### config.mk
export PLATFORM = sky130hd
export DESIGN_NAME = rcf_top
export DESIGN_NICKNAME = d
export VERILOG_FILES = /design/src/inc/rcf_pkg.sv /design/src/hw/rcf_sync3.sv /design/src/hw/rcf_top.sv
export SDC_FILE = /design/constraint.sdc
export NUM_CORES = 1
export LEC_CHECK = 0
export BUFFER_PORTS_ARGS = -buffer_cell sky130_fd_sc_hd__buf_2
export CAP_MARGIN = 20
export CORE_MARGIN = 3
export CORE_UTILIZATION = 45
export CTS_BUF_LIST = sky130_fd_sc_hd__clkbuf_8
export CTS_CLUSTER_DIAMETER = 100
export CTS_CLUSTER_SIZE = 24
export DETAILED_ROUTE_END_ITERATION = 16
export GPL_ROUTABILITY_DRIVEN = 1
export SYNTH_ARGS = -nofsm -noshare
export SYNTH_HDL_FRONTEND = slang
export SYNTH_SLANG_ARGS = --single-unit
### constraint.sdc
create_clock -name i_clk -period 2.55 [get_ports i_clk]
set_input_delay 0.3825 -clock i_clk [delete_from_list [all_inputs] [get_ports i_clk]]
set_output_delay 0.3825 -clock i_clk [all_outputs]
set_load 0.02 [all_outputs]
### src/inc/rcf_pkg.sv
/*
 * Shared constants and types for the row boundary clock and message flag block.
 * Assumes a single 40 MHz system clock; all timing counts derive from it here.
 */
package rcf_pkg;

	////////////////////////////////////////////////////////////////////////////////
	// Clock rate
	localparam real RCF_CLK_MHZ = 40.0;

	////////////////////////////////////////////////////////////////////////////////
	// Row timing at the 8 kHz sample rate, as printed
	localparam real RCF_ROW_HIGH_MS = 175.0;
	localparam real RCF_ROW_LOW_MS  = 25.0;
	localparam real RCF_CUE_HIGH_US = 109.37;
	localparam real RCF_CUE_LOW_US  = 15.63;

	// Least times, rounded up to whole clock cycles
	localparam int unsigned RCF_ROW_HIGH_CYC = int'($ceil(RCF_ROW_HIGH_MS * 1000.0 * RCF_CLK_MHZ));
	localparam int unsigned RCF_ROW_LOW_CYC  = int'($ceil(RCF_ROW_LOW_MS * 1000.0 * RCF_CLK_MHZ));
	localparam int unsigned RCF_CUE_HIGH_CYC = int'($ceil(RCF_CUE_HIGH_US * RCF_CLK_MHZ));
	localparam int unsigned RCF_CUE_LOW_CYC  = int'($ceil(RCF_CUE_LOW_US * RCF_CLK_MHZ));

	////////////////////////////////////////////////////////////////////////////////
	// Widths and layout
	localparam int unsigned RCF_CNT_W     = 24;
	localparam int unsigned RCF_EOM_SLOTS = 8;
	localparam int unsigned RCF_SLOT_W    = 3;

	typedef logic [RCF_CNT_W-1:0]     rcf_cnt_t;
	typedef logic [RCF_SLOT_W-1:0]    rcf_slot_t;
	typedef logic [RCF_EOM_SLOTS-1:0] rcf_marks_t;

	////////////////////////////////////////////////////////////////////////////////
	// Operation modes and row clock states
	typedef enum logic [1:0] {
		RCF_MODE_REC  = 2'h0,
		RCF_MODE_PLAY = 2'h1,
		RCF_MODE_CUE  = 2'h2
	} rcf_mode_e;

	typedef enum logic [3:0] {
		RCF_ST_IDLE = 4'h1,
		RCF_ST_LOAD = 4'h2,
		RCF_ST_HIGH = 4'h4,
		RCF_ST_LOW  = 4'h8
	} rcf_rac_e;

	////////////////////////////////////////////////////////////////////////////////
	// Carriers
	typedef struct packed {
		logic      start;
		logic      stop;
		rcf_mode_e mode;
	} rcf_op_s;

	typedef struct packed {
		logic valid;
		logic ovf;
		logic end_of_message_flag;
	} rcf_status_s;

	localparam logic RCF_SS_IDLE = 1'h1;

endpackage

### src/hw/rcf_sync3.sv
/*
 * Three-stage synchroniser with agreement filter for an asynchronous pin.
 * Assumes the pin is slow compared with the clock; output moves only when
 * stages two and three agree.
 */
`timescale 1ns/1ps
module rcf_sync3 #(
	parameter logic RST_VAL = 1'h1
) (
	// Clock and reset
	input  wire logic i_clk,
	input  wire logic i_arst_n,
	// Pin side
	input  wire logic i_pin,
	// Clock domain side
	output logic      o_level
);
	import rcf_pkg::*;

	typedef struct packed {
		logic s1;
		logic s2;
		logic s3;
		logic lvl;
	} rcf_sync_state_s;

	rcf_sync_state_s st_reg;
	rcf_sync_state_s st_next;

	always_comb begin
		st_next    = st_reg;
		// First stage feeds only the second
		st_next.s1 = i_pin;
		st_next.s2 = st_reg.s1;
		st_next.s3 = st_reg.s2;
		if (st_reg.s2 == st_reg.s3) begin
			st_next.lvl = st_reg.s3;
		end
	end

	always_ff @(posedge i_clk or negedge i_arst_n) begin
		if (!i_arst_n) begin
			st_reg <= {4{RST_VAL}};
		end else begin
			st_reg <= st_next;
		end
	end

	assign o_level = st_reg.lvl;

endmodule

### src/hw/rcf_top.sv
/*
 * Row boundary clock generator and overflow / end-of-message interrupt logic.
 * Assumes the sequencer supplies operation start/stop, the end-of-array level
 * and the marker bits of the current row; the command decoder supplies a
 * one-cycle read-status pulse. Slave select arrives straight from its pin.
 */
//////////////////////////////////////////////////////////////////////////////////
// Summary of operation
// Row clock period equals one memory row
// Normal rows: 175 ms high, 25 ms low
// Cueing rows: 109.37 us high, 15.63 us low
// Record start adds one low interval of extra high time
// Overflow or marker pulls interrupt low, held
// Every flagged termination raises the interrupt
// Next SPI cycle start releases the interrupt
// Read-status instruction reports interrupt flags
// Overflow flag at end of memory array
// End-of-message flag only during playback markers
// Eight marker positions within each row
//////////////////////////////////////////////////////////////////////////////////
`timescale 1ns/1ps
module rcf_top
	import rcf_pkg::*;
#(
	parameter int unsigned P_ROW_HIGH_CYC = RCF_ROW_HIGH_CYC,
	parameter int unsigned P_ROW_LOW_CYC  = RCF_ROW_LOW_CYC,
	parameter int unsigned P_CUE_HIGH_CYC = RCF_CUE_HIGH_CYC,
	parameter int unsigned P_CUE_LOW_CYC  = RCF_CUE_LOW_CYC
) (
	// Clock and reset
	input  wire logic                 i_clk,
	input  wire logic                 i_arst_n,
	// Sequencer
	input  wire rcf_pkg::rcf_op_s     i_op,
	input  wire logic                 i_mem_end,
	input  wire rcf_pkg::rcf_marks_t  i_row_eom_marks,
	// Serial interface
	input  wire logic                 i_ss_n,
	input  wire logic                 i_read_interrupt_status_cmd,
	// Open-drain pins
	output logic                      o_row_boundary_clock_o,
	output logic                      o_row_boundary_clock_oe,
	output logic                      o_int_o,
	output logic                      o_int_oe,
	// Status
	output rcf_pkg::rcf_status_s      o_status,
	output logic                      o_op_done,
	output logic                      o_row_adv,
	output logic                      o_busy
);
	import rcf_pkg::*;

	////////////////////////////////////////////////////////////////////////////////
	// Limits
	localparam rcf_cnt_t ROW_HI_L  = rcf_cnt_t'(P_ROW_HIGH_CYC - 1);
	localparam rcf_cnt_t ROW_LO_L  = rcf_cnt_t'(P_ROW_LOW_CYC - 1);
	localparam rcf_cnt_t CUE_HI_L  = rcf_cnt_t'(P_CUE_HIGH_CYC - 1);
	localparam rcf_cnt_t CUE_LO_L  = rcf_cnt_t'(P_CUE_LOW_CYC - 1);
	localparam rcf_cnt_t ROW_SEG_L =
		rcf_cnt_t'((P_ROW_HIGH_CYC + P_ROW_LOW_CYC) / RCF_EOM_SLOTS - 1);
	localparam rcf_cnt_t CUE_SEG_L =
		rcf_cnt_t'((P_CUE_HIGH_CYC + P_CUE_LOW_CYC) / RCF_EOM_SLOTS - 1);
	localparam rcf_cnt_t CNT_ONE   = rcf_cnt_t'(1);

	typedef struct packed {
		rcf_rac_e    fsm;
		rcf_mode_e   mode;
		rcf_cnt_t    ph_cnt;
		rcf_cnt_t    seg_cnt;
		rcf_slot_t   seg_idx;
		logic        ovf;
		logic        end_of_message_flag;
		logic        int_pend;
		logic        rac_o;
		logic        rac_oe;
		logic        int_o;
		logic        int_oe;
		rcf_status_s status;
		logic        op_done;
		logic        row_adv;
		logic        busy;
		logic        ss_prev;
	} rcf_top_state_s;

	rcf_top_state_s st_reg;
	rcf_top_state_s st_next;

	logic     ss_level;
	logic     ss_fall;
	logic     hit_ovf;
	logic     hit_eom;
	rcf_cnt_t hi_lim;
	rcf_cnt_t lo_lim;
	rcf_cnt_t seg_lim;

	////////////////////////////////////////////////////////////////////////////////
	// Slave select pin
	rcf_sync3 #(
		.RST_VAL (RCF_SS_IDLE)
	) u_ss_sync (
		.i_clk    (i_clk),
		.i_arst_n (i_arst_n),
		.i_pin    (i_ss_n),
		.o_level  (ss_level)
	);

	assign ss_fall = st_reg.ss_prev & ~ss_level;

	// Cueing runs the same row at a much shorter period
	assign hi_lim  = (st_reg.mode == RCF_MODE_CUE) ? CUE_HI_L : ROW_HI_L;
	assign lo_lim  = (st_reg.mode == RCF_MODE_CUE) ? CUE_LO_L : ROW_LO_L;
	assign seg_lim = (st_reg.mode == RCF_MODE_CUE) ? CUE_SEG_L : ROW_SEG_L;

	////////////////////////////////////////////////////////////////////////////////
	// Next state
	always_comb begin
		st_next              = st_reg;
		st_next.op_done      = 1'h0;
		st_next.row_adv      = 1'h0;
		st_next.status.valid = 1'h0;
		st_next.ss_prev      = ss_level;
		hit_ovf              = 1'h0;
		hit_eom              = 1'h0;

		case (st_reg.fsm)
			RCF_ST_IDLE: begin
				if (i_op.start) begin
					st_next.mode    = i_op.mode;
					st_next.ph_cnt  = '0;
					st_next.seg_cnt = '0;
					st_next.seg_idx = '0;
					// Sample-and-hold loading delays the first record row
					st_next.fsm = (i_op.mode == RCF_MODE_REC) ? RCF_ST_LOAD : RCF_ST_HIGH;
				end
			end
			RCF_ST_LOAD: begin
				st_next.ph_cnt = st_reg.ph_cnt + CNT_ONE;
				if (st_reg.ph_cnt == lo_lim) begin
					st_next.ph_cnt = '0;
					st_next.fsm    = RCF_ST_HIGH;
				end
			end
			RCF_ST_HIGH: begin
				st_next.ph_cnt = st_reg.ph_cnt + CNT_ONE;
				if (st_reg.ph_cnt == hi_lim) begin
					st_next.ph_cnt = '0;
					st_next.fsm    = RCF_ST_LOW;
				end
			end
			RCF_ST_LOW: begin
				st_next.ph_cnt = st_reg.ph_cnt + CNT_ONE;
				if (st_reg.ph_cnt == lo_lim) begin
					st_next.ph_cnt  = '0;
					st_next.seg_cnt = '0;
					st_next.seg_idx = '0;
					st_next.row_adv = 1'h1;
					st_next.fsm     = RCF_ST_HIGH;
					if (i_mem_end && st_reg.mode != RCF_MODE_CUE) begin
						hit_ovf = 1'h1;
					end
				end
			end
			default: begin
				st_next.fsm = RCF_ST_IDLE;
			end
		endcase

		// Marker slots tile the whole row, high and low parts alike
		if (st_reg.fsm == RCF_ST_HIGH || st_reg.fsm == RCF_ST_LOW) begin
			if (!st_next.row_adv) begin
				st_next.seg_cnt = st_reg.seg_cnt + CNT_ONE;
				if (st_reg.seg_cnt == seg_lim) begin
					st_next.seg_cnt = '0;
					st_next.seg_idx = st_reg.seg_idx + rcf_slot_t'(1);
				end
			end
			if (st_reg.seg_cnt == seg_lim && st_reg.mode == RCF_MODE_PLAY &&
			    i_row_eom_marks[st_reg.seg_idx]) begin
				hit_eom = 1'h1;
			end
		end

		// Read-status reports and clears the flags
		if (i_read_interrupt_status_cmd) begin
			st_next.status.valid = 1'h1;
			st_next.status.ovf   = st_reg.ovf;
			st_next.status.end_of_message_flag   = st_reg.end_of_message_flag;
			st_next.ovf          = 1'h0;
			st_next.end_of_message_flag          = 1'h0;
		end

		// Host stop ends the operation without an interrupt
		if (st_reg.fsm != RCF_ST_IDLE && i_op.stop) begin
			st_next.fsm     = RCF_ST_IDLE;
			st_next.op_done = 1'h1;
		end

		// Flagged termination; a new event outranks a same-cycle clear
		if (hit_ovf || hit_eom) begin
			st_next.ovf      = st_next.ovf | hit_ovf;
			st_next.end_of_message_flag      = st_next.end_of_message_flag | hit_eom;
			st_next.fsm      = RCF_ST_IDLE;
			st_next.op_done  = 1'h1;
		end

		if (ss_fall) begin
			st_next.int_pend = 1'h0;
		end
		if (hit_ovf || hit_eom) begin
			st_next.int_pend = 1'h1;
		end

		// Open-drain: data low, enable pulls the wire
		st_next.rac_o  = 1'h0;
		st_next.rac_oe = (st_next.fsm == RCF_ST_LOW);
		st_next.int_o  = 1'h0;
		st_next.int_oe = st_next.int_pend;
		st_next.busy   = (st_next.fsm != RCF_ST_IDLE);
	end

	always_ff @(posedge i_clk or negedge i_arst_n) begin
		if (!i_arst_n) begin
			st_reg         <= '0;
			st_reg.fsm     <= RCF_ST_IDLE;
			st_reg.mode    <= RCF_MODE_REC;
			st_reg.ss_prev <= RCF_SS_IDLE;
		end else begin
			st_reg <= st_next;
		end
	end

	assign o_row_boundary_clock_o  = st_reg.rac_o;
	assign o_row_boundary_clock_oe = st_reg.rac_oe;
	assign o_int_o                 = st_reg.int_o;
	assign o_int_oe                = st_reg.int_oe;
	assign o_status                = st_reg.status;
	assign o_op_done               = st_reg.op_done;
	assign o_row_adv               = st_reg.row_adv;
	assign o_busy                  = st_reg.busy;

	////////////////////////////////////////////////////////////////////////////////
	// Checks; run counters measure the low phase on the pin, the high and load phases from the state
	rcf_cnt_t lo_run;
	rcf_cnt_t hi_run;
	rcf_cnt_t ld_run;
	logic     oe_d;
	logic     hi_d;
	logic     ld_d;

	always_ff @(posedge i_clk or negedge i_arst_n) begin
		if (!i_arst_n) begin
			lo_run <= '0;
			hi_run <= '0;
			ld_run <= '0;
			oe_d   <= 1'h0;
			hi_d   <= 1'h0;
			ld_d   <= 1'h0;
		end else begin
			oe_d <= o_row_boundary_clock_oe;
			hi_d <= (st_reg.fsm == RCF_ST_HIGH);
			ld_d <= (st_reg.fsm == RCF_ST_LOAD);
			if (o_row_boundary_clock_oe) begin
				lo_run <= oe_d ? lo_run + CNT_ONE : CNT_ONE;
			end
			if (st_reg.fsm == RCF_ST_HIGH) begin
				hi_run <= hi_d ? hi_run + CNT_ONE : CNT_ONE;
			end
			if (st_reg.fsm == RCF_ST_LOAD) begin
				ld_run <= ld_d ? ld_run + CNT_ONE : CNT_ONE;
			end
		end
	end

	a_rac_low_time: assert property (
		@(posedge i_clk) disable iff (!i_arst_n)
		o_row_adv |-> lo_run == lo_lim + CNT_ONE
	) else $error("row clock low phase has the wrong length");

	a_rac_high_time: assert property (
		@(posedge i_clk) disable iff (!i_arst_n)
		$rose(o_row_boundary_clock_oe) |-> hi_run == hi_lim + CNT_ONE
	) else $error("row clock high phase has the wrong length");

	a_cue_low_time: assert property (
		@(posedge i_clk) disable iff (!i_arst_n)
		(o_row_adv && st_reg.mode == RCF_MODE_CUE) |-> lo_run == CUE_LO_L + CNT_ONE
	) else $error("cueing row low phase has the wrong length");

	a_load_extra_high: assert property (
		@(posedge i_clk) disable iff (!i_arst_n)
		(st_reg.fsm == RCF_ST_HIGH && $past(st_reg.fsm) == RCF_ST_LOAD) |->
			ld_run == ROW_LO_L + CNT_ONE && !o_row_boundary_clock_oe
	) else $error("record start did not hold the row clock high one low interval");

	a_int_on_event: assert property (
		@(posedge i_clk) disable iff (!i_arst_n)
		(hit_ovf || hit_eom) |=> o_int_oe && o_op_done && st_reg.fsm == RCF_ST_IDLE
	) else $error("flagged termination did not raise the interrupt");

	a_int_held: assert property (
		@(posedge i_clk) disable iff (!i_arst_n)
		(o_int_oe && !ss_fall) |=> o_int_oe
	) else $error("interrupt released without a new serial cycle");

	a_int_clear: assert property (
		@(posedge i_clk) disable iff (!i_arst_n)
		(ss_fall && !hit_ovf && !hit_eom) |=> !o_int_oe
	) else $error("interrupt not released at start of serial cycle");

	a_read_interrupt_status_cmd_report: assert property (
		@(posedge i_clk) disable iff (!i_arst_n)
		i_read_interrupt_status_cmd |=>
			o_status.valid && o_status.ovf == $past(st_reg.ovf) && o_status.end_of_message_flag == $past(st_reg.end_of_message_flag)
	) else $error("read status did not report the flags");

	a_ovf_at_end: assert property (
		@(posedge i_clk) disable iff (!i_arst_n)
		$rose(st_reg.ovf) |-> o_row_adv && $past(i_mem_end) && $past(st_reg.mode) != RCF_MODE_CUE
	) else $error("overflow flag set away from end of array");

	a_eom_play_only: assert property (
		@(posedge i_clk) disable iff (!i_arst_n)
		$rose(st_reg.end_of_message_flag) |-> $past(st_reg.mode) == RCF_MODE_PLAY &&
			$past(i_row_eom_marks[st_reg.seg_idx])
	) else $error("end-of-message flag set outside playback marker");

endmodule

Word-level counts from Yosys, hierarchy flattened
Cells that the tools add are included.
{ "totals": {"input_bits": 17, "elab_cells": 89, "ff_bits": 72, "out_inout_bits": 10} }
{ "op_classes": {"order_cmp": 1, "bitwise_logic": 4, "n_addsub": 3, "mux": 34, "n_reduce_logical": 12, "eq_ne": 15} }
{ "op_table": {"columns": ["cell", "count"], "rows": [
  ["$pmux W24 S4", 1],
  ["$mux W27", 3],
  ["$mux W57", 1],
  ["$pmux W27 S2", 1],
  ["$mux W51", 1],
  ["$add A24 B1 Y24 const B", 2],
  ["$eq A24 B20 Y1", 2],
  ["$mux W24", 2],
  ["$mux W20", 2],
  ["$eq A24 B23 Y1", 1],
  ["$mux W23", 1],
  ["$mux W4", 4],
  ["$mux W1", 12],
  ["$pmux W4 S3", 1],
  ["$eq A4 B4 Y1 const B", 2],
  ["$ne A4 B1 Y1 const B", 2],
  ["$mux W3", 2],
  ["$eq A4 B1 Y1 const B", 1],
  ["$eq A4 B2 Y1 const B", 1],
  ["$eq A4 B3 Y1 const B", 1],
  ["$logic_and A1 B1 Y1", 4],
  ["$lt A3 B4 Y1 const B", 1],
  ["$mux W2", 2],
  ["$ne A2 B2 Y1 const B", 2],
  ["other kinds (14)", 17]
]} }

Logic depth before layout (Yosys ltp)
{ "logic_depth": {"depth_word": 10, "ltp_mapped": 9, "depth_no_buf": 7} }

Hierarchy
A second synthesis with hierarchy kept.
{ "unflattened": {"cells_unflattened": 451, "hier_area_um2": 4249.1} }
{ "modules_own_cells": {"columns": ["mod", "n_inst", "area_each_um2", "cells_per_inst"], "rows": [
  ["rcf_top", 1, 4132.7, 446],
  ["rcf_sync3", 1, 116.4, 5]
]} }

Worst setup path after synthesis
No wires, ideal clock.
{ "synth_timing": {"path_kind": "register -> register", "startpoint": "register st_reg[66] in the netlist's numbering", "endpoint": "register st_reg[14] in the netlist's numbering", "required_ns": 2.425, "setup_ns": 0.125, "arrival_time_ns": 2.137, "slack_ns": 0.288, "stages_incl_launch_ff": 8, "synth_period_minus_slack_ns": 2.262, "path_cell_list": "dfrtp_1 -> nor2b_1 -> buf_6 -> or4b_4 -> a221o_1 -> a211oi_4 -> a211oi_2 -> mux2_2"} }
{ "synth_lines": {"columns": ["element", "line", "rtl"], "rows": [
  ["from (decl)", "rcf_top.sv:85", "rcf_top_state_s st_reg;"],
  ["from (signal assigned)", "rcf_top.sv:228", "st_reg <= st_next;"]
]} }

Worst setup path in the final report
{ "layout_timing": {"startpoint": "register st_reg[48] in the netlist's numbering", "endpoint": "register st_reg[42] in the netlist's numbering"} }
{ "layout_between": {"elab_chain_len": 3} }
{ "layout_lines": {"columns": ["element", "line", "rtl"], "rows": [
  ["$eq A24 B20 Y1 / $eq A24 B23 Y1 (equally long branches)", "rcf_top.sv:138, rcf_top.sv:152, rcf_top.sv:145", null],
  ["$mux W51 (tied with other cells)", "rcf_top.sv:152", "if (st_reg.ph_cnt == lo_lim) begin"],
  ["$pmux W24 S4 *", "rcf_top.sv:125", "case (st_reg.fsm)"]
]} }
Mark *: on every way between the ends. The rest lies on a longest branch, timed or not.
A chain may end at the register's enable or synchronous reset.

==> metrics.md <==
| Metric | Value |
|---|---|
| Outcome | `completed` |
| Overflow after GRT | `0` |
| Multi-input logic area | `2200 sq um` |
| # DRC | `0` |
| Vias in the first global route | `3368` |
| Crit Reg-Reg Startpoint | `st_reg[48]` |
| Area share of fa/ha/maj cells after synthesis | `0.0112` |
| Vias | `~3.6k` |
| WL/cell | `17.2 um` |
| Post-synthesis instance area | `approximately 4200 sq um` |
| Leakage | `1.93 nW` |
| Die width | `103 um` |
| Post-synthesis sequential area ratio | `0.427` |
| Core area | `8930 sq um` |
| Slowest stage cell, crit path | `nor4_1` |
| Ant diodes | `0` |
| Htree depth | `3` |
| Row Count | `34` |
| Hold Startpoint | `i_ss_n` |
| Multiplexer area fraction after synthesis | `0.0360` |
| Drt pass-1 iters | `5` |
| Commonest cells after routing, fill and taps aside | `dfrtp_1, nand2_1, a21oi_1` |
| CP max FO | `14` |
| Hold depth | `1` |
| Gr usage total | `0.202` |
| Final net count | `502` |
| Die Ht | `103 um` |
| CP top delay family | `simple AND/OR/NAND/NOR gates` |
| Final Cycle Share | `0.949` |
| Count of different cell masters after synthesis | `67` |
| Vias per Instance | `6.00` |
| Share of cells above drive strength 1 | `0.201` |
| GP Congestion | `0.878` |
| CTS Buf Count | `9` |
| EDFF count, synth | `0` |
| Routed Antenna Nets | `0` |
| Critical setup path kind | `flop to flop` |
| CTS tree | `done` |
| Skew-Pair Late Insertion Delay | `0.35 ns` |
| Synth Area in Compound Gates | `0.179` |
| Commonest non-fill, non-tap cell in the layout | `dfrtp_1` |
| Max_slew headroom | `0.384` |
| R2R depth | `7` |
| Seq cells post-synth | `72` |
| Worst reg-to-reg setup slack | `0.13 ns` |
| Final min period | `2.42 ns` |
| Post-synthesis instance total | `roughly 450` |
| CTS Root Cell | `clkbuf_8` |
| Area Overhead vs Synth | `10.9%` |
| Fin area | `4700 sq um` |
| Crit-path cells | `nand4b_1 -> or3_1 -> nor4_1 -> a21oi_2 -> nor2_4 -> buf_12 -> o21ai_0` |
| Iteration-0 DRC Markers | `195` |
| Clock transition at path regs | `0.09 ns` |
| Yosys synthesis warning count | `0` |
| Final total power | `0.00346 W` |
| Pwr Density | `about 740 nW/um^2` |
| Max Freq | `slightly above 0.4 GHz` |
| Storage element area | `1810 sq um` |
| Dpl cell area | `4500 sq um` |
| Worst min path class | `primary input to flop` |
| Simple-Gate Fraction of Synth Area | `0.261` |
| Largest net degree at the start of global routing | `73` |
| FF-to-FF End | `st_reg[42]` |
| Setup violators final | `0` |
| Initial core utilization | `0.475` |
| Worst setup SP type | `flop` |
| Xor/xnor share of the synthesized area | `0.0289` |
| Antenna violations before repair | `0` |
| Synth Flop Type | `dfrtp_1` |
| I/O Pins | `27` |
| Die area | `10600 sq um` |
| Synth async-reset ratio | `1.00` |
| Hpwl dp | `7.42 mm` |
| Final hold vios | `0` |
| Clock Skews | `0.0125 ns` |
| Util after Layout | `0.526` |
| Main combinational cell family by area after synthesis | `simple AND/OR/NAND/NOR gates` |
| CP Data Required Time | `2.77 ns` |
| Endpoint, Worst Hold | `u_ss_sync.st_next[2]` |
| Total clock sinks | `72` |
| Clock buffer depth | `2` |
| Maximum vdd ir drop | `0.351 mV` |
| Crit path capture type | `flop` |
| Final Max Slew Viols | `0` |
| CP Data Arrival Time | `roughly 2.6 ns` |
| Max reg flops | `60` |
| Number of I/O port buffers | `24` |
| Setup total negative slack | `0 ns` |
| CP Buf/Inv Count | `1` |
| Worst slew pin tran | `0.925 ns` |
| First-pass GRT wire length | `16.8 mm` |
| Drt total wl | `10.2 mm` |
| Crit-path max cell delay | `0.55 ns` |
| Maxcap violations | `0` |
| Fillers | `805` |
| Avg Synthesized Cell Area | `9.36 sq um` |
| Hold Slack | `0.119 ns` |
## Yosys cell counts, types with 3 or more instances
| master | count | share of area |
|---|---|---|
| ha_1 | 3 | 0.0089 |
| nor2b_1 | 8 | 0.012 |
| and2_1 | 9 | 0.013 |
| mux2_2 | 6 | 0.016 |
| xor2_1 | 5 | 0.010 |
| and4_1 | 4 | 0.0083 |
| dfrtp_1 | 66 | 0.39 |
| buf_6 | 5 | 0.013 |
| nand2b_1 | 6 | 0.0089 |
| buf_4 | 5 | 0.0089 |
| a31oi_1 | 19 | 0.028 |
| o21ai_0 | 16 | 0.019 |
| dfstp_2 | 6 | 0.037 |
| nand2_1 | 50 | 0.044 |
| xnor2_1 | 9 | 0.019 |
| buf_2 | 7 | 0.0083 |
| nor3_1 | 10 | 0.012 |
| a21oi_1 | 28 | 0.033 |
| o211ai_1 | 6 | 0.011 |
| inv_1 | 14 | 0.012 |
| nor4b_1 | 3 | 0.0062 |
| nor4_1 | 12 | 0.018 |
| o22ai_1 | 7 | 0.010 |
| clkbuf_1 | 13 | 0.012 |
| a41oi_1 | 5 | 0.010 |
| mux2i_1 | 4 | 0.0094 |
| a22o_1 | 3 | 0.0062 |
| a221o_1 | 3 | 0.0071 |
| nor2_1 | 27 | 0.024 |
| or3_1 | 6 | 0.0089 |
| nand4b_1 | 6 | 0.012 |
| nand4_1 | 9 | 0.013 |
| and3_1 | 6 | 0.0089 |
| nand3_1 | 27 | 0.032 |
## cells by family after synthesis
| family | Yosys count |
|---|---|
| multiplexers | 12 |
| AND/OR/NAND/NOR | 198 |
| flip-flops | 72 |
| adder cells (fa/ha/maj) | 4 |
| AO/OA/AOI/OAI | 107 |
| XOR/XNOR | 14 |
| buffers and inverters | 45 |
| other | 1 |
## worst max-delay path by stage
stage                       to  startpoint  cells past startpoint  slack (ns)
floorplan           st_reg[14]  st_reg[66]                      7        0.29
global placement    st_reg[48]  st_reg[66]                      8        0.15
detailed placement  st_reg[42]  st_reg[66]                      8        0.06
CTS                 st_reg[42]  st_reg[66]                      8        0.04
global route        st_reg[55]  st_reg[65]                      8      -0.003
finish              st_reg[42]  st_reg[48]                      7        0.13
## stage by stage
stage,worst slack [ns],cells
after detailed placement,0.0634,578
after global routing,-0.00274,595
final,0.131,595
after global placement,0.145,578
after CTS,0.0360,594
after floorplan,0.288,454
## power by group
group          switching [W]  total, W  internal (W)
registers           0.000248   0.00156       0.00132
logic               0.000611   0.00104      0.000425
clock network       0.000489  0.000863      0.000373
## area by class of cell
class	count	share of cell area
clock buffer	9	0.0264
tap	108	0.0287
timing repair buffer	48	0.0671
clock inverter	7	0.0133
inverter	14	0.0112
multi-input combinational	337	0.468
sequential	72	0.385
## what timing repair did
| action | 4_1_cts | 5_1_grt |
|---|---|---|
| gates resized for setup | 0 | 1 |
| buffers inserted | 0 | 1 |
| hold buffers | 0 | 0 |
| setup endpoints to repair | 0 | 22 |
## metal layers
| metal | routed length (um) | vias up | track usage | share of wire |
|---|---|---|---|---|
| met4 | 226 | 0 | 0.0727 | 0.022 |
| met1 | 4980 | 1733 | 0.294 | 0.49 |
| met5 | 0 | - | 0 | 0 |
| met3 | 400 | 20 | 0.0318 | 0.039 |
| li1 | - | 1730 | - | - |
| met2 | 4640 | 88 | 0.302 | 0.45 |
No activity file was read; power rests on OpenSTA's default activity.
